[config.mk]
export PLATFORM = sky130hd
export DESIGN_NAME = eeprom_access_ctrl
export DESIGN_NICKNAME = d
export VERILOG_FILES = /design/src/common/eeprom_ctrl_pkg.sv /design/src/eeprom_access_ctrl.sv /design/src/ownership_arbiter.sv /design/src/sync2.sv
export SDC_FILE = /design/constraint.sdc
export NUM_CORES = 1
export LEC_CHECK = 0
export BUFFER_PORTS_ARGS = -buffer_cell sky130_fd_sc_hd__buf_2
export CAP_MARGIN = 10
export CELL_PAD_IN_SITES_DETAIL_PLACEMENT = 1
export CELL_PAD_IN_SITES_GLOBAL_PLACEMENT = 1
export CORE_ASPECT_RATIO = 0.8
export CORE_MARGIN = 8
export CORE_UTILIZATION = 45
export DETAILED_ROUTE_END_ITERATION = 8
export PLACE_DENSITY = 0.9
export SLEW_MARGIN = 20
export SYNTH_ARGS = -nofsm -noshare
export SYNTH_HDL_FRONTEND = slang
export SYNTH_HIERARCHICAL = 1
export SYNTH_SLANG_ARGS = --single-unit
[constraint.sdc]
create_clock -name clk -period 5.6 [get_ports clk]
set_input_delay 0.28 -clock clk [delete_from_list [all_inputs] [get_ports clk]]
set_output_delay 0.28 -clock clk [all_outputs]
set_load 0.1 [all_outputs]
[src/common/eeprom_ctrl_pkg.sv]
// Purpose: Constants and types for the configuration EEPROM access control block
// Assumes: Byte-wide register ports from the fieldbus side and the local host port
// Notes:   Offsets are byte addresses in the controller register space
package eeprom_ctrl_pkg;

  // ==========================================================================
  // Register offsets
  localparam logic [15:0] OFS_OWN_CFG     = 16'h0500;
  localparam logic [15:0] OFS_HOST_ACCESS = 16'h0501;
  localparam logic [15:0] OFS_CTRL_LO     = 16'h0502;
  localparam logic [15:0] OFS_CTRL_HI     = 16'h0503;
  localparam logic [15:0] OFS_ADDR_BASE   = 16'h0504;
  localparam logic [15:0] OFS_DATA_BASE   = 16'h0508;
  localparam int          ADDR_BYTES      = 4;
  localparam int          DATA_BYTES      = 8;

  // ==========================================================================
  // Field positions
  localparam int BIT_OFFER     = 0;
  localparam int BIT_FORCE     = 1;
  localparam int BIT_HOST_OWN  = 0;
  localparam int BIT_WR_EN     = 0;
  localparam int BIT_EMUL      = 5;
  localparam int BIT_RD8       = 6;
  localparam int BIT_ALGO      = 7;
  localparam int CMD_LSB       = 8;
  localparam int BIT_CSUM_ERR  = 11;
  localparam int BIT_LOAD_NA   = 12;
  localparam int BIT_ACK_ERR   = 13;
  localparam int BIT_WEN_ERR   = 14;
  localparam int BIT_BUSY      = 15;
  localparam int EVT_EEPROM    = 5;

  // ==========================================================================
  // Commands
  localparam logic [2:0] CMD_IDLE   = 3'h0;
  localparam logic [2:0] CMD_READ   = 3'h1;
  localparam logic [2:0] CMD_WRITE  = 3'h2;
  localparam logic [2:0] CMD_RELOAD = 3'h4;

  // ==========================================================================
  // Reset values
  localparam logic [7:0] OWN_CFG_RESET = 8'h00;
  localparam logic       LOAD_NA_RESET = 1'b1;

  typedef enum logic [1:0] {ST_IDLE, ST_RUN, ST_EMUL_WAIT} op_state_t;

  // Valid command decode
  function automatic logic cmd_valid(input logic [2:0] c);
    return (c == CMD_READ) || (c == CMD_WRITE) || (c == CMD_RELOAD);
  endfunction : cmd_valid

endpackage : eeprom_ctrl_pkg

[src/eeprom_access_ctrl.sv]
// Purpose: Register control of the configuration EEPROM interface
// Assumes: Byte register ports for fieldbus side and local host port, one clock
// Notes:   Transfer engine outside; strap pins sampled through synchronisers
//
// How it works
// - Config bit 0, fieldbus-written, offers EEPROM control to the local host
// - Force bit 1 or a cleared offer bit 0 clears host ownership
// - Host takes/releases ownership only while offered and not forced
// - Control bit 0 gates fieldbus writes; reads 1 while host owns
// - Write enable clears at start of next received frame
// - Control bit 5 reports emulation mode
// - Control bit 6 reports 4 or 8 byte reads
// - Control bit 7 selects address bytes; host may write in emulation
// - Command field 000 idle, 001 read, 010 write, 100 reload; reads running command
// - Command field clears when busy ends
// - Non-idle command writes ignored while acknowledge error set
// - Control bit 11 flags checksum error
// - Control bit 12 is 1 until load completes successfully
// - Bit 13 set on missing acknowledge, invalid command, or host emulation fault
// - Bit 14 set on write command without write enable
// - Control bit 15 is busy
// - Idle or valid command write clears both error bits
// - Only owner writes qualified fields; all blocked while busy
// - Emulating host acknowledges by writing command back, clearing event bit 5
`timescale 1ns/10ps
module eeprom_access_ctrl
  import eeprom_ctrl_pkg::*;
(
  // Clock and reset
  input  wire logic        clk,
  input  wire logic        rst,
  // Fieldbus side register port
  input  wire logic        fb_we,
  input  wire logic [15:0] fb_addr,
  input  wire logic [7:0]  fb_wdata,
  output logic [7:0]       fb_rdata,
  input  wire logic        frame_start,
  // Local host port register port
  input  wire logic        host_we,
  input  wire logic [15:0] host_addr,
  input  wire logic [7:0]  host_wdata,
  output logic [7:0]       host_rdata,
  // Straps (pins)
  input  wire logic        emul_pin,
  input  wire logic        rd8_pin,
  input  wire logic        algo_pin,
  // Transfer engine
  output logic             op_start,
  output logic [2:0]       op_cmd,
  output logic [31:0]      op_addr,
  output logic [15:0]      op_wdata,
  input  wire logic        op_done,
  input  wire logic        op_nack,
  input  wire logic        op_rd_valid,
  input  wire logic [63:0] op_rd_data,
  input  wire logic        load_done,
  input  wire logic        load_ok,
  input  wire logic        csum_err,
  // Event to application layer
  output logic             app_layer_event_request
);

  // ==========================================================================
  // Synchronised straps
  logic [2:0] straps;

  sync2 #(.W(3)) u_sync (
    .clk (clk),
    .rst (rst),
    .d   ({algo_pin, rd8_pin, emul_pin}),
    .q   (straps)
  );

  // ==========================================================================
  // State
  typedef struct packed {
    op_state_t   st;
    logic        wr_en;
    logic        algo;
    logic        algo_init;
    logic [2:0]  cmd;
    logic        csum_err;
    logic        load_na;
    logic        ack_err;
    logic        wen_err;
    logic        busy;
    logic [31:0] addr;
    logic [63:0] data;
    logic        evt;
    logic        start;
  } ctl_state_t;

  ctl_state_t st_reg;
  ctl_state_t st_next;

  logic [7:0] own_cfg;
  logic       host_owns;
  logic       emul;

  assign emul = straps[0];

  // Host claims are ignored while a transfer runs; force or offer clear still drops ownership
  ownership_arbiter u_arb (
    .clk            (clk),
    .rst            (rst),
    .fb_cfg_we      (fb_we && fb_addr == OFS_OWN_CFG),
    .fb_cfg_wdata   (fb_wdata),
    .host_acc_we    (host_we && host_addr == OFS_HOST_ACCESS),
    .host_acc_wdata (host_wdata[BIT_HOST_OWN]),
    .busy           (st_reg.busy),
    .own_cfg        (own_cfg),
    .host_owns      (host_owns)
  );

  // ==========================================================================
  // Control word as read
  logic [15:0] ctrl_word;

  always_comb
  begin
    ctrl_word                 = '0;
    ctrl_word[BIT_WR_EN]      = st_reg.wr_en | host_owns;
    ctrl_word[BIT_EMUL]       = emul;
    ctrl_word[BIT_RD8]        = straps[1];
    ctrl_word[BIT_ALGO]       = st_reg.algo;
    ctrl_word[CMD_LSB+:3]     = st_reg.cmd;
    ctrl_word[BIT_CSUM_ERR]   = st_reg.csum_err;
    ctrl_word[BIT_LOAD_NA]    = st_reg.load_na;
    ctrl_word[BIT_ACK_ERR]    = st_reg.ack_err;
    ctrl_word[BIT_WEN_ERR]    = st_reg.wen_err;
    ctrl_word[BIT_BUSY]       = st_reg.busy;
  end

  // ==========================================================================
  // Window decode
  function automatic logic in_addr_win(input logic [15:0] a);
    return (a >= OFS_ADDR_BASE) && (a < OFS_ADDR_BASE + 16'(ADDR_BYTES));
  endfunction : in_addr_win

  function automatic logic in_data_win(input logic [15:0] a);
    return (a >= OFS_DATA_BASE) && (a < OFS_DATA_BASE + 16'(DATA_BYTES));
  endfunction : in_data_win

  // Both ports share one read decoder
  function automatic logic [7:0] rd_mux(input logic [15:0] a, input ctl_state_t s,
                                        input logic [7:0] cfg, input logic own,
                                        input logic [15:0] cw);
    logic [7:0] r;
    r = 8'h00;
    if (a == OFS_OWN_CFG)
      r = cfg;
    else if (a == OFS_HOST_ACCESS)
      r = {7'h00, own};
    else if (a == OFS_CTRL_LO)
      r = cw[7:0];
    else if (a == OFS_CTRL_HI)
      r = cw[15:8];
    else if (in_addr_win(a))
      r = s.addr[8*(a[1:0])+:8];
    else if (in_data_win(a))
      r = s.data[8*(a[2:0])+:8];
    return r;
  endfunction : rd_mux

  // ==========================================================================
  // Write qualification
  logic       own_we;
  logic [15:0] own_addr;
  logic [7:0]  own_wdata;
  logic        fb_owner_we;
  logic        host_owner_we;

  always_comb
  begin
    fb_owner_we   = fb_we && !host_owns;
    host_owner_we = host_we && host_owns;
    own_we        = fb_owner_we || host_owner_we;
    own_addr      = host_owner_we ? host_addr : fb_addr;
    own_wdata     = host_owner_we ? host_wdata : fb_wdata;
  end

  // ==========================================================================
  // Next state
  logic [2:0] new_cmd;
  logic       cmd_wr;
  logic       emul_wr;
  logic       host_ack;

  always_comb
  begin
    st_next          = st_reg;
    st_next.start    = 1'b0;
    st_next.csum_err = csum_err;
    new_cmd          = own_wdata[2:0];
    cmd_wr           = own_we && own_addr == OFS_CTRL_HI && !st_reg.busy;
    emul_wr          = host_we && emul && st_reg.busy;
    host_ack         = emul_wr && host_addr == OFS_CTRL_HI && host_wdata[2:0] == st_reg.cmd;

    // Algorithm bit loaded once after reset from the synchronised strap, which then still holds its reset 0
    if (!st_reg.algo_init)
    begin
      st_next.algo      = straps[2];
      st_next.algo_init = 1'b1;
    end
    if (load_done)
      st_next.load_na = !load_ok;

    // Fieldbus write wins over a frame start clear
    if (frame_start)
      st_next.wr_en = 1'b0;
    if (fb_owner_we && fb_addr == OFS_CTRL_LO && !st_reg.busy)
      st_next.wr_en = fb_wdata[BIT_WR_EN];

    if (host_we && emul && host_addr == OFS_CTRL_LO)
      st_next.algo = host_wdata[BIT_ALGO];

    if (own_we && !st_reg.busy)
    begin
      if (in_addr_win(own_addr))
        st_next.addr[8*(own_addr[1:0])+:8] = own_wdata;
      // Only the two low data bytes take writes
      if (own_addr == OFS_DATA_BASE || own_addr == OFS_DATA_BASE + 16'h0001)
        st_next.data[8*(own_addr[0])+:8] = own_wdata;
    end

    // Command start; idle still clears errors while bit 13 is pending
    if (cmd_wr && (!st_reg.ack_err || new_cmd == CMD_IDLE))
    begin
      if (new_cmd == CMD_IDLE || cmd_valid(new_cmd))
      begin
        st_next.ack_err = 1'b0;
        st_next.wen_err = 1'b0;
      end
      if (!cmd_valid(new_cmd) && new_cmd != CMD_IDLE)
        st_next.ack_err = 1'b1;
      else if (new_cmd == CMD_WRITE && !(st_reg.wr_en || host_owns))
        st_next.wen_err = 1'b1;
      else if (cmd_valid(new_cmd))
      begin
        st_next.cmd   = new_cmd;
        st_next.busy  = 1'b1;
        st_next.start = !emul;
        st_next.evt   = emul;
        st_next.st    = emul ? ST_EMUL_WAIT : ST_RUN;
      end
    end

    unique case (st_reg.st)
      ST_IDLE: ;
      ST_RUN:
      begin
        if (op_rd_valid)
          st_next.data = op_rd_data;
        if (op_done || op_nack)
        begin
          st_next.ack_err = op_nack;
          st_next.busy    = 1'b0;
          st_next.cmd     = CMD_IDLE;
          st_next.st      = ST_IDLE;
        end
      end
      ST_EMUL_WAIT:
      begin
        // Emulating host fills read data while busy
        if (emul_wr && in_data_win(host_addr) && st_reg.cmd != CMD_WRITE)
          st_next.data[8*(host_addr[2:0])+:8] = host_wdata;
        if (host_ack)
        begin
          st_next.ack_err = host_wdata[BIT_ACK_ERR-8];
          st_next.evt     = 1'b0;
          st_next.busy    = 1'b0;
          st_next.cmd     = CMD_IDLE;
          st_next.st      = ST_IDLE;
        end
      end
    endcase
  end

  always_ff @(posedge clk)
  begin
    if (rst)
    begin
      st_reg         <= '0;
      st_reg.st      <= ST_IDLE;
      st_reg.load_na <= LOAD_NA_RESET;
    end
    else
      st_reg <= st_next;
  end

  // ==========================================================================
  // Outputs
  assign fb_rdata                = rd_mux(fb_addr, st_reg, own_cfg, host_owns, ctrl_word);
  assign host_rdata              = rd_mux(host_addr, st_reg, own_cfg, host_owns, ctrl_word);
  assign op_start                = st_reg.start;
  assign op_cmd                  = st_reg.cmd;
  assign op_addr                 = st_reg.addr;
  // Engine sees the low data word as write data
  assign op_wdata                = st_reg.data[15:0];
  assign app_layer_event_request = st_reg.evt;

endmodule : eeprom_access_ctrl

[src/ownership_arbiter.sv]
// Purpose: Decides which side owns the EEPROM interface
// Assumes: Write strobes are one-cycle pulses on clk
// Notes:   Force bit overrides any host claim
`timescale 1ns/10ps
module ownership_arbiter
  import eeprom_ctrl_pkg::*;
(
  // Clock and reset
  input  wire logic       clk,
  input  wire logic       rst,
  // Fieldbus side configuration write
  input  wire logic       fb_cfg_we,
  input  wire logic [7:0] fb_cfg_wdata,
  // Local host access write
  input  wire logic       host_acc_we,
  input  wire logic       host_acc_wdata,
  input  wire logic       busy,
  // State
  output logic [7:0]      own_cfg,
  output logic            host_owns
);

  typedef struct packed {
    logic [7:0] cfg;
    logic       own;
  } arb_state_t;

  arb_state_t st_reg;
  arb_state_t st_next;

  always_comb
  begin
    st_next = st_reg;
    if (fb_cfg_we)
      st_next.cfg = fb_cfg_wdata;
    if (host_acc_we && !busy && st_reg.cfg[BIT_OFFER] && !st_reg.cfg[BIT_FORCE])
      st_next.own = host_acc_wdata;
    if (st_next.cfg[BIT_FORCE])
      st_next.own = 1'b0;
    if (!st_next.cfg[BIT_OFFER])
      st_next.own = 1'b0;
  end

  always_ff @(posedge clk)
  begin
    if (rst)
      st_reg <= {OWN_CFG_RESET, 1'b0};
    else
      st_reg <= st_next;
  end

  assign own_cfg   = st_reg.cfg;
  assign host_owns = st_reg.own;

endmodule : ownership_arbiter

[src/sync2.sv]
// Purpose: Two flip-flop synchroniser for pin levels
// Assumes: Input is asynchronous to clk
// Notes:   First stage is read only by the second
`timescale 1ns/10ps
module sync2 #(
  parameter int W = 1
) (
  // Clock and reset
  input  wire logic         clk,
  input  wire logic         rst,
  // Level in and out
  input  wire logic [W-1:0] d,
  output logic      [W-1:0] q
);

  typedef struct packed {
    logic [W-1:0] s1;
    logic [W-1:0] s2;
  } sync_state_t;

  sync_state_t st_reg;
  sync_state_t st_next;

  always_comb
  begin
    st_next.s1 = d;
    st_next.s2 = st_reg.s1;
  end

  always_ff @(posedge clk)
  begin
    if (rst)
      st_reg <= '0;
    else
      st_reg <= st_next;
  end

  assign q = st_reg.s2;

endmodule : sync2
==> results.py <==
metrics = {
    "cts": {
        "cts_tree": "built",
        "clk_latency_ns": 0.44,
        "cts_setup_buffers": 0,
        "cts_resized": 0,
        "cts_made_buffers": 17,
        "h-tree-depth": 4,
        "clk_pin_slew_ns": 0.06,
        "cts_hold_buf": 0,
        "root_buffer": "clkbuf_16",
        "clock_sinks": 126,
        "clock_path_buffers": 2,
    },
    "timing": {
        "slew_headroom": 0.2496,
        "tns_ns": 0,
        "setup_viol": 0,
        "fin_worst_skew_ns": 0.009483,
        "tightest_slew_ns": 1.117,
        "slew_viol_final": 0,
        "hold_viol_final": 0,
        "finalCriticalPeriod_ns": 4.106,
        "post-route-period-util": 0.7333,
        "rsz0062_at_grt": "no",
        "fmaxAchievable_mhz": 243.5,
    },
    "yosys": {
        "ys_seq_elements": 126,
        "yosys-top-cells-area": "dfxtp_1 26%, mux4_2 12%, mux2_2 7.8%",
        "syn_nets": 1238,
        "ys_types": 66,
        "yosys.area.top_type_share": 0.2641,
        "synth_seq_area_share": 0.2641,
        "syn_inst": 1104,
        "yosysTopAreaCell": "dfxtp_1",
        "avgSynthCellArea_um2": 8.652,
        "yosysWarnings": 6,
        "async_reset_ff_frac": 0,
        "netlist_area_um2": 9552,
        "synth_edf_count": 0,
        "synth_flop_cell": "dfxtp_1",
    },
    "grt": {
        "grt_max_degree": 70,
        "grtUsageTotal": 0.3244,
        "met2_usage": 0.4765,
        "grt_pass1_wl_um": 65120,
        "grt_pass1_vias": 10600,
        "grt_most_used_layer": "met2",
        "grt-ovfl-total": 0,
        "gr-usage-met1": 0.4122,
        "antenna_found_initial": 2,
        "globalRouteMet3Util": 0.1072,
    },
    "placement": {
        "dpl.hpwl_um": 30600,
        "globalplace.congestion": 1.013,
        "portBuffers": 194,
        "post_dp_cell_area_um2": 10230,
    },
    "worst_setup_path": {
        "worst_r2r_endpoint": "op_addr[15]",
        "critPathMaxFanout": 9,
        "timing.rr.start": "u_arb/host_owns",
        "start_kind": "input port",
        "rrSetupSlack_ns": 1.88,
        "crit_arrival_ns": 3.83,
        "endpoint_kind": "output pin",
        "worstSetupPathType": "input port to output pin",
        "critPathRequiredTime_ns": 5.32,
        "rr_worst_depth": 6,
    },
    "min_path": {
        "min_path_cells": 2,
        "min_to": "ctrl_word[11]",
        "hp-start": "csum_err",
        "hold_path.class": "input port to flip-flop",
    },
    "finish": {
        "largest_register_ffs": 52,
        "area_growth_pct": 13.74,
        "design_area_um2": 10860,
        "layout.nets": 1323,
        "fillers": 2480,
        "drive_above_1_share": 0.3081,
    },
    "detailed_routing": {
        "via_count": 10440,
        "dr.pass1.iters": 6,
        "wl_per_cell_um": 29.91,
        "drt_first_iter_violations": 1580,
        "vias_per_cell": 7.099,
        "drt.antenna.violating_nets": 0,
        "drc": 0,
        "routed_wirelength_um": 43990,
    },
    "power": {
        "combPwrFrac": 0.111,
        "power_leakage_nw": 4.181,
        "power_frac_clock": 0.514,
        "p_switching_mw": 0.6292,
        "sequentialPowerShare": 0.376,
        "power.total_mw": 2.402,
        "ir_drop_mv": 0.2223,
        "internal-power_mw": 1.773,
        "cellPowerDensity_nw_per_um2": 221.1,
        "swShare": 0.2619,
    },
    "die": {
        "fp-row-count": 47,
        "die_area_um2": 26170,
        "fp.dieH_um": 146.3,
        "io_pins": 195,
        "start_util": 0.4601,
        "core_um2": 20760,
        "die_x_um": 178.9,
    },
    "outcome": {
        "status": "finished clean",
    },
    "run": {
        "maxCapViolCount": 0,
    },
}
==> final cells by class <==
cell class | instances | area, um2 | share of cell area
Antenna cell | 1 | 2.502 | 0.0002303
Tap cell | 269 | 336.6 | 0.03098
Timing Repair Buffer | 208 | 1076 | 0.09904
Sequential cell | 126 | 2522 | 0.2322
Multi-Input combinational cell | 820 | 6235 | 0.5739
Clock buffer | 22 | 474.2 | 0.04365
Inverter | 16 | 60.06 | 0.005528
Clock inverter | 9 | 157.7 | 0.01451
==> worst max-delay path, stage by stage <==
cell and delay (ns):
buf_2 0.13, nor4b_1 0.86, nand2_1 0.29, nor3_1 0.97, a21boi_0 0.40, a2111oi_0 0.13, o22ai_1 0.28, buf_2 0.49
==> routing by layer <==
layer  routed length (um)  vias to the layer above
met5                   13                        -
met4                 2570                        2
met3                 5905                      232
met2                19020                      854
met1                16490                     5078
li1                     -                     4277
==> cells in the final DEF (no fill, tap or decap), types with 5 or more instances in the layout <==
cell type	netlist	routed
o2bb2ai_1	16	16
o22ai_1	25	25
nand3_1	22	22
ha_1	8	7
a22oi_1	29	29
o31ai_1	7	7
nor3b_1	8	8
nor3_1	34	33
a21oi_1	56	56
inv_1	15	15
mux4_2	49	49
nor4b_1	5	5
mux2i_1	53	53
a221oi_1	21	21
a211oi_1	19	18
a221o_1	16	16
and2_1	15	15
clkbuf_16	0	17
nor2_1	93	93
dfxtp_1	126	126
and4_1	5	5
mux2_2	66	66
o21ai_0	62	62
nor2b_1	22	22
or3_1	8	8
nand2b_1	8	8
and3_1	5	5
buf_4	52	14
nand2_1	110	110
buf_2	9	194
==> stage by stage <==
step	setup slack [ns]	util	cells	hold WS [ns]
6_report	1.494	0.5234	1471	0.05054
5_1_grt	1.376	0.5234	1471	0.06304
4_1_cts	1.658	0.5232	1470	0.04648
3_3_place_gp	1.693	0.4928	1439	0.4223
2_1_floorplan	0.9615	-	1104	0.3516
3_5_place_dp	1.797	0.4928	1439	0.4458
==> synthesized netlist by cell type (all sizes together), types with 22 or more instances <==
master	n
nand2	110
nor2b	22
mux2i	53
o21ai	62
nor3	34
nor2	93
a22oi	29
mux2	67
a21oi	56
mux4	49
a221oi	22
nand3	22
buf	74
clkbuf	68
o22ai	25
dfxtp	126
==> logic make-up (layout without fill, tap and decap cells) <==
| logic type | count (synthesis) | count (layout) | share of synthesized area |
|---|---|---|---|
| other | 0 | 1 | 0 |
| xor gates and xnor gates | 3 | 3 | 0.002751 |
| muxes | 169 | 169 | 0.2501 |
| AOI/OAI and AO/OA | 278 | 278 | 0.1987 |
| DFF | 126 | 126 | 0.2641 |
| and+or+nand+nor | 360 | 360 | 0.1873 |
| buffers and inverters | 158 | 255 | 0.08449 |
| adders and majority gates | 10 | 10 | 0.01258 |
==> power groups by stage <==
stage	Clock (mW)	Sequential, mW	Combinational (mW)
2_1_floorplan	0	0.921	0.142
3_3_place_gp	0	0.922	0.246
3_5_place_dp	0	0.922	0.252
4_1_cts	1.23	0.902	0.255
5_1_grt	1.27	0.902	0.276
6_report	1.23	0.902	0.266
==> worst max path at each step <==
stage | from | depth (start not counted) | slack (ns) | endpoint
global placement | host_addr[11] | 8 | 1.69 | host_rdata[0]
finish | host_addr[11] | 8 | 1.49 | host_rdata[0]
detailed placement | host_addr[9] | 8 | 1.80 | host_rdata[0]
CTS | host_addr[9] | 8 | 1.66 | host_rdata[0]
global route | host_addr[9] | 8 | 1.38 | host_rdata[0]
floorplan | host_addr[1] | 9 | 0.96 | host_rdata[1]
(Power assumes the default switching activity.)
